<file path="src/ovs_pkg.sv">
// shared constants and types of the one-pin voltage-set link receiver
package ovs_pkg;
	// clock rate in MHz, period 8 ns
	localparam int unsigned CLK_MHZ = 125;
	// longest acknowledge pull-down, microseconds
	localparam int unsigned REPLY_PULSE_US = 520;
	localparam int unsigned REPLY_PULSE_CYC = REPLY_PULSE_US * CLK_MHZ;
	// delay from last falling edge to acknowledge, microseconds
	localparam int unsigned REPLY_DELAY_US = 2;
	localparam int unsigned REPLY_DELAY_CYC = REPLY_DELAY_US * CLK_MHZ;
	// idle-low limit that ends decoding, microseconds
	localparam int unsigned TIMEOUT_US = 1000;
	localparam int unsigned TIMEOUT_CYC = TIMEOUT_US * CLK_MHZ;
	localparam int unsigned CNT_W = 18;
	localparam int unsigned FRAME_BITS = 16;
	localparam int unsigned BYTE_BITS = 8;

	// register byte offsets
	localparam logic [7:0] OFF_CTRL = 8'h00;
	localparam logic [7:0] OFF_STATUS = 8'h04;
	localparam logic [7:0] OFF_SET0 = 8'h08;
	localparam logic [7:0] OFF_SET1 = 8'h0c;
	localparam logic [7:0] OFF_SET2 = 8'h10;
	localparam logic [7:0] OFF_FRAME = 8'h14;

	// control fields
	localparam int unsigned CTRL_EN_BIT = 0;
	localparam int unsigned CTRL_ID_LSB = 8;
	// status fields
	localparam int unsigned ST_PWM_BIT = 0;
	localparam int unsigned ST_BUSY_BIT = 1;
	localparam int unsigned ST_ERR_BIT = 2;
	localparam int unsigned ST_OVF_BIT = 3;
	localparam int unsigned ST_AVAIL_BIT = 4;
	localparam int unsigned ST_ACK_BIT = 5;

	// reset values; the id value is arbitrary
	localparam logic [7:0] DEV_ID_RST = 8'h5a;
	localparam logic CTRL_EN_RST = 1'b1;
	localparam logic [4:0] SET_RST = 5'h00;

	typedef struct packed {
		logic       ack_request_bit;
		logic [1:0] target_select;
		logic [4:0] setting;
	} ovs_frame_t;

	typedef struct packed {
		logic [4:0] set0;
		logic [4:0] set1;
		logic [4:0] set2;
	} ovs_settings_t;

	typedef enum logic [1:0] {
		OVS_IDLE,
		OVS_RX,
		OVS_WAIT,
		OVS_ACK
	} ovs_state_t;
endpackage : ovs_pkg

</file>
<file path="src/ovs_link.sv">
// one-pin voltage-set link: mode select, bit decoder, acknowledge, APB registers
`timescale 1ns/1ns
module ovs_link #(
	parameter int unsigned TIMEOUT_CYC     = ovs_pkg::TIMEOUT_CYC,
	parameter int unsigned REPLY_PULSE_CYC = ovs_pkg::REPLY_PULSE_CYC,
	parameter int unsigned REPLY_DELAY_CYC = ovs_pkg::REPLY_DELAY_CYC,
	parameter int unsigned BUF_DEPTH       = 2
) (
	input  wire logic          pclk,
	input  wire logic          presetn,
	input  wire logic          psel,
	input  wire logic          penable,
	input  wire logic          pwrite,
	input  wire logic [7:0]    paddr,
	input  wire logic [31:0]   pwdata,
	output logic [31:0]        prdata,
	output logic               pready,
	output logic               pslverr,
	input  wire logic          mode_data_in,
	output logic               mode_data_out,
	output logic               mode_data_oe,
	output logic               forced_pwm,
	output ovs_pkg::ovs_settings_t settings
);
	localparam logic [ovs_pkg::CNT_W-1:0] TMO = ovs_pkg::CNT_W'(TIMEOUT_CYC);
	localparam logic [ovs_pkg::CNT_W-1:0] PULSE = ovs_pkg::CNT_W'(REPLY_PULSE_CYC);
	localparam logic [ovs_pkg::CNT_W-1:0] DLY = ovs_pkg::CNT_W'(REPLY_DELAY_CYC);
	localparam logic [4:0] NBITS = 5'(ovs_pkg::FRAME_BITS);
	localparam logic [4:0] NBYTE = 5'(ovs_pkg::BYTE_BITS);

	ovs_pkg::ovs_state_t        state_reg;
	logic                       sync1_reg;
	logic                       sync2_reg;
	logic                       pin_prev_reg;
	logic [ovs_pkg::CNT_W-1:0]  lo_reg;
	logic [ovs_pkg::CNT_W-1:0]  hi_reg;
	logic [ovs_pkg::CNT_W-1:0]  tmr_reg;
	logic [4:0]                 nbit_reg;
	logic                       gap_reg;
	logic                       bad_reg;
	logic [15:0]                shift_reg;
	logic                       pwm_reg;
	logic                       en_reg;
	logic [7:0]                 id_reg;
	logic                       err_reg;
	logic                       ovf_reg;
	logic                       acked_reg;
	ovs_pkg::ovs_settings_t     set_reg;
	logic [31:0]                rdata_reg;
	logic                       fall;
	logic                       low_tmo;
	logic                       bit_one;
	logic                       bit_zero;
	logic                       last_bit;
	logic                       frame_done;
	logic                       frame_ok;
	logic [15:0]                frame_word;
	ovs_pkg::ovs_frame_t        frame;
	logic                       buf_in_ready;
	logic                       buf_out_valid;
	ovs_pkg::ovs_frame_t        buf_out_data;
	logic                       wr_acc;
	logic                       rd_acc;
	logic                       mapped;

	// the pin is asynchronous to pclk
	always_ff @(posedge pclk or negedge presetn)
	begin
		if (!presetn)
		begin
			sync1_reg    <= 1'b1;
			sync2_reg    <= 1'b1;
			pin_prev_reg <= 1'b1;
		end
		else
		begin
			sync1_reg    <= mode_data_in;
			sync2_reg    <= sync1_reg;
			pin_prev_reg <= sync2_reg;
		end
	end

	assign fall     = pin_prev_reg && !sync2_reg;
	assign low_tmo  = !sync2_reg && (lo_reg >= TMO - 1'b1);
	assign bit_one  = (hi_reg >= {lo_reg[ovs_pkg::CNT_W-2:0], 1'b0}) && (hi_reg != '0);
	assign bit_zero = (lo_reg >= {hi_reg[ovs_pkg::CNT_W-2:0], 1'b0}) && (lo_reg != '0);
	assign last_bit = (nbit_reg == NBITS - 5'h01);
	assign frame_done = (state_reg == ovs_pkg::OVS_RX) && fall && !gap_reg && last_bit;
	assign frame_word = {shift_reg[14:0], bit_one};
	assign frame    = ovs_pkg::ovs_frame_t'(frame_word[7:0]);
	assign frame_ok = frame_done && !bad_reg && (bit_one || bit_zero)
		&& (frame_word[15:8] == id_reg);

	// bit timing and frame sequencing
	always_ff @(posedge pclk or negedge presetn)
	begin
		if (!presetn)
		begin
			state_reg <= ovs_pkg::OVS_IDLE;
			lo_reg    <= '0;
			hi_reg    <= '0;
			tmr_reg   <= '0;
			nbit_reg  <= '0;
			gap_reg   <= 1'b0;
			bad_reg   <= 1'b0;
			shift_reg <= '0;
		end
		else
		begin
			unique case (state_reg)
				ovs_pkg::OVS_IDLE:
				begin
					lo_reg   <= '0;
					hi_reg   <= '0;
					nbit_reg <= '0;
					gap_reg  <= 1'b0;
					bad_reg  <= 1'b0;
					if (fall && en_reg)
						state_reg <= ovs_pkg::OVS_RX;
				end
				ovs_pkg::OVS_RX:
				begin
					if (low_tmo)
						state_reg <= ovs_pkg::OVS_IDLE;
					else if (fall)
					begin
						lo_reg <= '0;
						hi_reg <= '0;
						if (gap_reg)
							// the byte close interval carries no bit
							gap_reg <= 1'b0;
						else
						begin
							shift_reg <= frame_word;
							if (!(bit_one || bit_zero))
								bad_reg <= 1'b1;
							nbit_reg <= nbit_reg + 5'h01;
							gap_reg  <= (nbit_reg == NBYTE - 5'h01);
							if (last_bit)
							begin
								tmr_reg   <= '0;
								state_reg <= (frame_ok && frame.ack_request_bit)
									? ovs_pkg::OVS_WAIT : ovs_pkg::OVS_IDLE;
							end
						end
					end
					else if (sync2_reg)
						hi_reg <= (&hi_reg) ? hi_reg : hi_reg + 1'b1;
					else
						lo_reg <= lo_reg + 1'b1;
				end
				ovs_pkg::OVS_WAIT:
				begin
					tmr_reg <= tmr_reg + 1'b1;
					if (tmr_reg >= DLY - 1'b1)
					begin
						tmr_reg   <= '0;
						state_reg <= ovs_pkg::OVS_ACK;
					end
				end
				ovs_pkg::OVS_ACK:
				begin
					tmr_reg <= tmr_reg + 1'b1;
					if (tmr_reg >= PULSE - 1'b1)
					begin
						lo_reg    <= '0;
						state_reg <= ovs_pkg::OVS_IDLE;
					end
				end
			endcase
			// idle low time also runs toward the limit
			if (state_reg == ovs_pkg::OVS_IDLE && !sync2_reg && !low_tmo)
				lo_reg <= lo_reg + 1'b1;
		end
	end

	// open-drain pull-down only, never drives high
	assign mode_data_out = 1'b0;
	assign mode_data_oe  = (state_reg == ovs_pkg::OVS_ACK);

	// operating mode
	always_ff @(posedge pclk or negedge presetn)
	begin
		if (!presetn)
			pwm_reg <= 1'b0;
		else if (sync2_reg && state_reg != ovs_pkg::OVS_ACK)
			pwm_reg <= 1'b1;
		else if (low_tmo && state_reg != ovs_pkg::OVS_ACK)
			// only the long low ends it, never a bit
			pwm_reg <= 1'b0;
	end

	assign forced_pwm = pwm_reg;

	// setting registers, updated only from a good frame
	always_ff @(posedge pclk or negedge presetn)
	begin
		if (!presetn)
			set_reg <= '{ovs_pkg::SET_RST, ovs_pkg::SET_RST, ovs_pkg::SET_RST};
		else if (frame_ok)
		begin
			unique case (frame.target_select)
				2'b00: set_reg.set0 <= frame.setting;
				2'b01: set_reg.set1 <= frame.setting;
				2'b10: set_reg.set2 <= frame.setting;
				2'b11: set_reg <= set_reg;
			endcase
		end
	end

	assign settings = set_reg;

	ovs_buf #(
		.WIDTH ($bits(ovs_pkg::ovs_frame_t)),
		.DEPTH (BUF_DEPTH)
	) u_buf (
		.pclk      (pclk),
		.presetn   (presetn),
		.in_valid  (frame_ok),
		.in_ready  (buf_in_ready),
		.in_data   (frame),
		.out_valid (buf_out_valid),
		.out_ready (rd_acc && paddr == ovs_pkg::OFF_FRAME),
		.out_data  (buf_out_data)
	);

	// APB slave, zero wait states
	assign wr_acc  = psel && penable && pwrite;
	assign rd_acc  = psel && penable && !pwrite;
	assign mapped  = (paddr == ovs_pkg::OFF_CTRL) || (paddr == ovs_pkg::OFF_STATUS)
		|| (paddr == ovs_pkg::OFF_SET0) || (paddr == ovs_pkg::OFF_SET1)
		|| (paddr == ovs_pkg::OFF_SET2) || (paddr == ovs_pkg::OFF_FRAME);
	assign pready  = 1'b1;
	assign pslverr = psel && penable && !mapped;
	assign prdata  = rdata_reg;

	always_ff @(posedge pclk or negedge presetn)
	begin
		if (!presetn)
		begin
			en_reg <= ovs_pkg::CTRL_EN_RST;
			id_reg <= ovs_pkg::DEV_ID_RST;
		end
		else if (wr_acc && paddr == ovs_pkg::OFF_CTRL)
		begin
			en_reg <= pwdata[ovs_pkg::CTRL_EN_BIT];
			id_reg <= pwdata[ovs_pkg::CTRL_ID_LSB +: 8];
		end
	end

	// sticky flags: a new event wins over a write-one clear
	always_ff @(posedge pclk or negedge presetn)
	begin
		if (!presetn)
		begin
			err_reg   <= 1'b0;
			ovf_reg   <= 1'b0;
			acked_reg <= 1'b0;
		end
		else
		begin
			if (frame_done && !frame_ok)
				err_reg <= 1'b1;
			else if (wr_acc && paddr == ovs_pkg::OFF_STATUS && pwdata[ovs_pkg::ST_ERR_BIT])
				err_reg <= 1'b0;
			if (frame_ok && !buf_in_ready)
				ovf_reg <= 1'b1;
			else if (wr_acc && paddr == ovs_pkg::OFF_STATUS && pwdata[ovs_pkg::ST_OVF_BIT])
				ovf_reg <= 1'b0;
			if (state_reg == ovs_pkg::OVS_ACK)
				acked_reg <= 1'b1;
			else if (wr_acc && paddr == ovs_pkg::OFF_STATUS && pwdata[ovs_pkg::ST_ACK_BIT])
				acked_reg <= 1'b0;
		end
	end

	// read data captured in the setup phase
	always_ff @(posedge pclk or negedge presetn)
	begin
		if (!presetn)
			rdata_reg <= '0;
		else if (psel && !penable)
		begin
			rdata_reg <= '0;
			unique case (paddr)
				ovs_pkg::OFF_CTRL:
					rdata_reg <= {16'h0000, id_reg, 7'h00, en_reg};
				ovs_pkg::OFF_STATUS:
					rdata_reg <= {26'h0000000, acked_reg, buf_out_valid, ovf_reg, err_reg,
						(state_reg != ovs_pkg::OVS_IDLE), pwm_reg};
				ovs_pkg::OFF_SET0: rdata_reg <= {27'h0000000, set_reg.set0};
				ovs_pkg::OFF_SET1: rdata_reg <= {27'h0000000, set_reg.set1};
				ovs_pkg::OFF_SET2: rdata_reg <= {27'h0000000, set_reg.set2};
				ovs_pkg::OFF_FRAME:
					rdata_reg <= {23'h000000, buf_out_valid,
						(buf_out_valid ? 8'(buf_out_data) : 8'h00)};
				default: rdata_reg <= '0;
			endcase
		end
	end
endmodule : ovs_link

</file>
<file path="src/ovs_buf.sv">
// small valid/ready buffer for received frames
`timescale 1ns/1ns
module ovs_buf #(
	parameter int unsigned WIDTH = 8,
	parameter int unsigned DEPTH = 2
) (
	input  wire logic             pclk,
	input  wire logic             presetn,
	input  wire logic             in_valid,
	output logic                  in_ready,
	input  wire logic [WIDTH-1:0] in_data,
	output logic                  out_valid,
	input  wire logic             out_ready,
	output logic [WIDTH-1:0]      out_data
);
	localparam int unsigned AW = (DEPTH > 1) ? $clog2(DEPTH) : 1;
	localparam logic [AW:0] DEPTH_L = (AW + 1)'(DEPTH);
	localparam logic [AW-1:0] LAST = AW'(DEPTH - 1);

	logic [WIDTH-1:0] mem_reg [DEPTH];
	logic [AW-1:0]    wr_reg;
	logic [AW-1:0]    rd_reg;
	logic [AW:0]      cnt_reg;
	logic             push;
	logic             pop;

	assign in_ready  = (cnt_reg != DEPTH_L);
	assign out_valid = (cnt_reg != '0);
	assign out_data  = mem_reg[rd_reg];
	assign push      = in_valid && in_ready;
	assign pop       = out_valid && out_ready;

	always_ff @(posedge pclk)
	begin
		if (push)
			mem_reg[wr_reg] <= in_data;
	end

	always_ff @(posedge pclk or negedge presetn)
	begin
		if (!presetn)
		begin
			wr_reg  <= '0;
			rd_reg  <= '0;
			cnt_reg <= '0;
		end
		else
		begin
			if (push)
				wr_reg <= (wr_reg == LAST) ? '0 : wr_reg + 1'b1;
			if (pop)
				rd_reg <= (rd_reg == LAST) ? '0 : rd_reg + 1'b1;
			cnt_reg <= cnt_reg + (AW + 1)'(push) - (AW + 1)'(pop);
		end
	end
endmodule : ovs_buf

</file>
<file path="config.mk">
export PLATFORM = sky130hd
export DESIGN_NAME = ovs_link
export DESIGN_NICKNAME = d
export VERILOG_FILES = /design/src/ovs_pkg.sv /design/src/ovs_link.sv /design/src/ovs_buf.sv
export SDC_FILE = /design/constraint.sdc
export NUM_CORES = 1
export LEC_CHECK = 0
export BUFFER_PORTS_ARGS = -buffer_cell sky130_fd_sc_hd__buf_2
export CAP_MARGIN = 25
export CORE_MARGIN = 2
export CORE_UTILIZATION = 53
export DETAILED_ROUTE_END_ITERATION = 16
export HOLD_SLACK_MARGIN = 0.06
export PLACE_DENSITY = 0.74
export SYNTH_ARGS = -nofsm -noshare
export SYNTH_HDL_FRONTEND = slang
export SYNTH_HIERARCHICAL = 1
export SYNTH_SLANG_ARGS = --single-unit
</file>
<file path="constraint.sdc">
create_clock -name pclk -period 2.78 [get_ports pclk]
set_input_delay 0.556 -clock pclk [delete_from_list [all_inputs] [get_ports pclk]]
set_output_delay 0.556 -clock pclk [all_outputs]
set_load 0.05 [all_outputs]
</file>
==> results.yml <==
outcome:
  status: "finished with violations"
  failed_checks: "negative setup slack"
timing:
  grt_setup_unrepaired: "yes"
  fin_tns_setup_ns: -0.03383
  slew_headroom_pct: 32.03
  finalSetupViolCount: 1
  postLayoutSetupSlackWorst_ns: -0.03383
  finalHoldViolCount: 0
  hold_slack_ns: 0.2207
  drv_slew: 0
  finalCritPeriodShare_pct: 101.2
  min_period_ns: 2.814
  finClkSkew_ns: 0.009254
  fmax_ghz: 0.3554
  tightest_slew_ns: 1.016
worst_setup_path:
  worstPathRequired_ns: 3.12
  cpMostUsedCell: "ha_2"
  rr_endpoint: "u_buf/cnt_reg[1]"
  critPathTopFamily: "simple AND/OR/NAND/NOR gates"
  critPathKind: "flop to flop"
  rr_worst_depth: 12
  cp_num_cells: 12
  r2r-start: "nbit_reg[1]"
  path_cells: "ha_2 > and3_1 > ha_1 > and4bb_2 > nand2_2 > nor3_2 > and3_4 > a21boi_4 > nor2_2 > a311oi_2 > ha_2 > xnor2_1"
  critical_path.endpoint: "u_buf/cnt_reg[1]"
  cp_data_arrival_time_ns: 3.15
  cp_slowest_stage_delay_ns: 0.36
  worst_path_max_delay_cell: "dfrtp_1"
  crit_buf_inv: 0
  crit_start: "nbit_reg[1]"
  critical_path.startpoint_type: "flop"
  critPathCaptureType: "flop"
  cp_max_fo: 8
  ff2ff_setup_slack_ns: -0.03
detailed_routing:
  wire_per_inst_um: 17.22
  ant_nets: 0
  drt_iter0_drc: 498
  wl_um: 19870
  vias: 6566
  drt-pass1-iter-count: 5
  drc: 0
  via_per_inst: 5.690
yosys:
  avgSynthCellArea_sq_um: 10.20
  post_synth_instance_area_sq_um: 8307
  synth-edff-count: 16
  ys_warn_count: 6
  synth.area.top_cells: "dfrtp_1 (36%), ha_1 (6.6%), edfxtp_1 (5.8%)"
  syn_inst: 814
  ys_seq_area_share_pct: 44.77
  ys_seq_elements: 145
  yosysTopAreaCellShare_pct: 36.45
  synth.largest_area_cell: "dfrtp_1"
  synth_cell_types: 87
  synthArstFlopShare_pct: 88.97
  ys.flop_type: "dfrtp_1"
flow_run:
  maxCapViolations: 0
floorplanning:
  die_y_um: 129.2
  rows: 45
  initial_utilization_pct: 54.44
  die-area_sq_um: 16690
  core_area_sq_um: 15260
  die_width_um: 129.2
  io_pins: 98
final_layout:
  fillers: 1175
  layout-drive-gt1-share_pct: 28.31
  mostFrequentLayoutCells: "dfrtp_1 (119), nor2_1 (69), nand2_1 (60)"
  layout_commonest_cell: "dfrtp_1"
  fin_cells: 1154
  seqCellArea_sq_um: 3721
  diodes: 0
  multiInputGateArea_sq_um: 4353
  nets: 1020
  syn2layout_area_growth_pct: 20.33
global_routing:
  grt_max_degree: 69
  antenna_found_initial: 0
  grt_usage_pct: 24.07
  grt_pass1_wl_um: 31480
  overflow: 0
  grt_pass1_vias: 6271
clocking:
  cts_buffer_depth: 2
  cts_tree: "done"
  cts.sinks: 145
  h-tree-depth: 4
  clk_latency_ns: 0.43
  cts_buffers: 17
  cts-root-buf: "clkbuf_16"
  clkTransAtPathRegs_ns: 0.07
pwr:
  p_total_mw: 5.112
  vdd_drop_max_mv: 0.4461
  pwr_density_cell_nw_per_um2: 511.4
  p_leak_nw: 4.537
place:
  dp.cells: 1112
  io_buffer_count: 59
  gp_congestion: 0.8822
  dp_hpwl_um: 14100
min_path:
  hold_class: "input pin to flop"
through the flow:
step | utilization (%) | setup WS (ns) | cell area (sq um)
after floorplan | - | 0.1401 | 8373
after global routing | 65.51 | -0.1773 | 9996
after CTS | 64.07 | 0.007346 | 9776
after detailed placement | 59.75 | 0.04915 | 9117
final | 65.51 | -0.03383 | 9996
after global placement | 59.75 | 0.06575 | 9117
worst reg2reg max path, cell delays in order (launching register included):
cell	delay, ns
dfrtp_1	0.36
ha_2	0.19
and3_1	0.16
ha_1	0.14
and4bb_2	0.28
nand2_2	0.09
nor3_2	0.25
and3_4	0.23
a21boi_4	0.31
nor2_2	0.07
a311oi_2	0.28
ha_2	0.23
xnor2_1	0.14
power breakdown:
group          switching [mW]  leakage [nW]  internal [mW]
Combinational           0.327          2.32          0.168
Clock                    1.02         0.316           1.42
Sequential             0.0237          1.90           2.16
kinds of logic after synthesis:
| family | after synthesis | share of synthesized area (%) |
|---|---|---|
| muxes | 50 | 7.320 |
| and+or+nand+nor | 274 | 17.64 |
| other | 2 | 0.09041 |
| xor gates and xnor gates | 36 | 3.796 |
| adders and majority gates | 44 | 6.628 |
| AOI/OAI and AO/OA | 170 | 14.28 |
| buffers and inverters | 93 | 5.483 |
| DFF | 145 | 44.77 |
worst min path at each step:
stage                       startpoint   endpoint  cells after the start
after floorplan                presetn  async pin                      0
after global placement       sync1_reg  sync2_reg                      0
after detailed placement     sync1_reg  sync2_reg                      0
after CTS                 mode_data_in  sync1_reg                      1
after global routing      mode_data_in  sync1_reg                      1
final                     mode_data_in  sync1_reg                      1
layer usage:
metal | vias up | GRT usage [%] | wire length, um | share of wire [%]
met3 | 33 | 4.088 | 807 | 4.1
met1 | 3186 | 32.15 | 9037 | 45
met5 | - | 0 | 0 | 0
li1 | 3148 | - | - | -
met4 | 0 | 8.760 | 390 | 2.0
met2 | 199 | 39.69 | 9634 | 48
layout make-up:
cell class / instances / area share [%]
clock buffers: 20 / 4.894
clock inverters: 12 / 1.515
inverters: 51 / 1.915
multi-input cells: 592 / 43.55
flip-flops and latches: 145 / 37.23
well taps: 211 / 2.641
repair buffers: 123 / 8.261
timing repair:
| item | CTS | global route |
|---|---|---|
| cloned | 0 | 0 |
| pin swaps | 1 | 13 |
| resized for setup | 1 | 36 |
| setup endpoints to repair | 2 | 32 |
| buffers inserted | 0 | 10 |
| endpoints found under the hold margin | 27 | 0 |
| hold buffers | 1 | 0 |
synth_stat cells, types with 4 or more instances:
| cell type | number |
|---|---|
| a211oi_1 | 4 |
| a21o_1 | 4 |
| a21oi_1 | 27 |
| a22o_1 | 11 |
| a31oi_1 | 14 |
| and2_1 | 5 |
| and3_1 | 10 |
| buf_2 | 9 |
| buf_4 | 19 |
| clkbuf_1 | 10 |
| dfrtp_1 | 121 |
| dfstp_2 | 8 |
| edfxtp_1 | 16 |
| ha_1 | 44 |
| inv_1 | 50 |
| mux2_1 | 5 |
| mux2_2 | 31 |
| mux2_4 | 10 |
| nand2_1 | 62 |
| nand2b_1 | 8 |
| nand3_1 | 21 |
| nand3b_1 | 4 |
| nand4_1 | 13 |
| nor2_1 | 72 |
| nor2b_1 | 11 |
| nor3_1 | 18 |
| nor4_1 | 13 |
| nor4_2 | 4 |
| o21ai_0 | 56 |
| o22ai_1 | 5 |
| o31ai_1 | 14 |
| xnor2_1 | 26 |
| xor2_1 | 10 |
No activity file was read; power rests on OpenSTA's default activity.
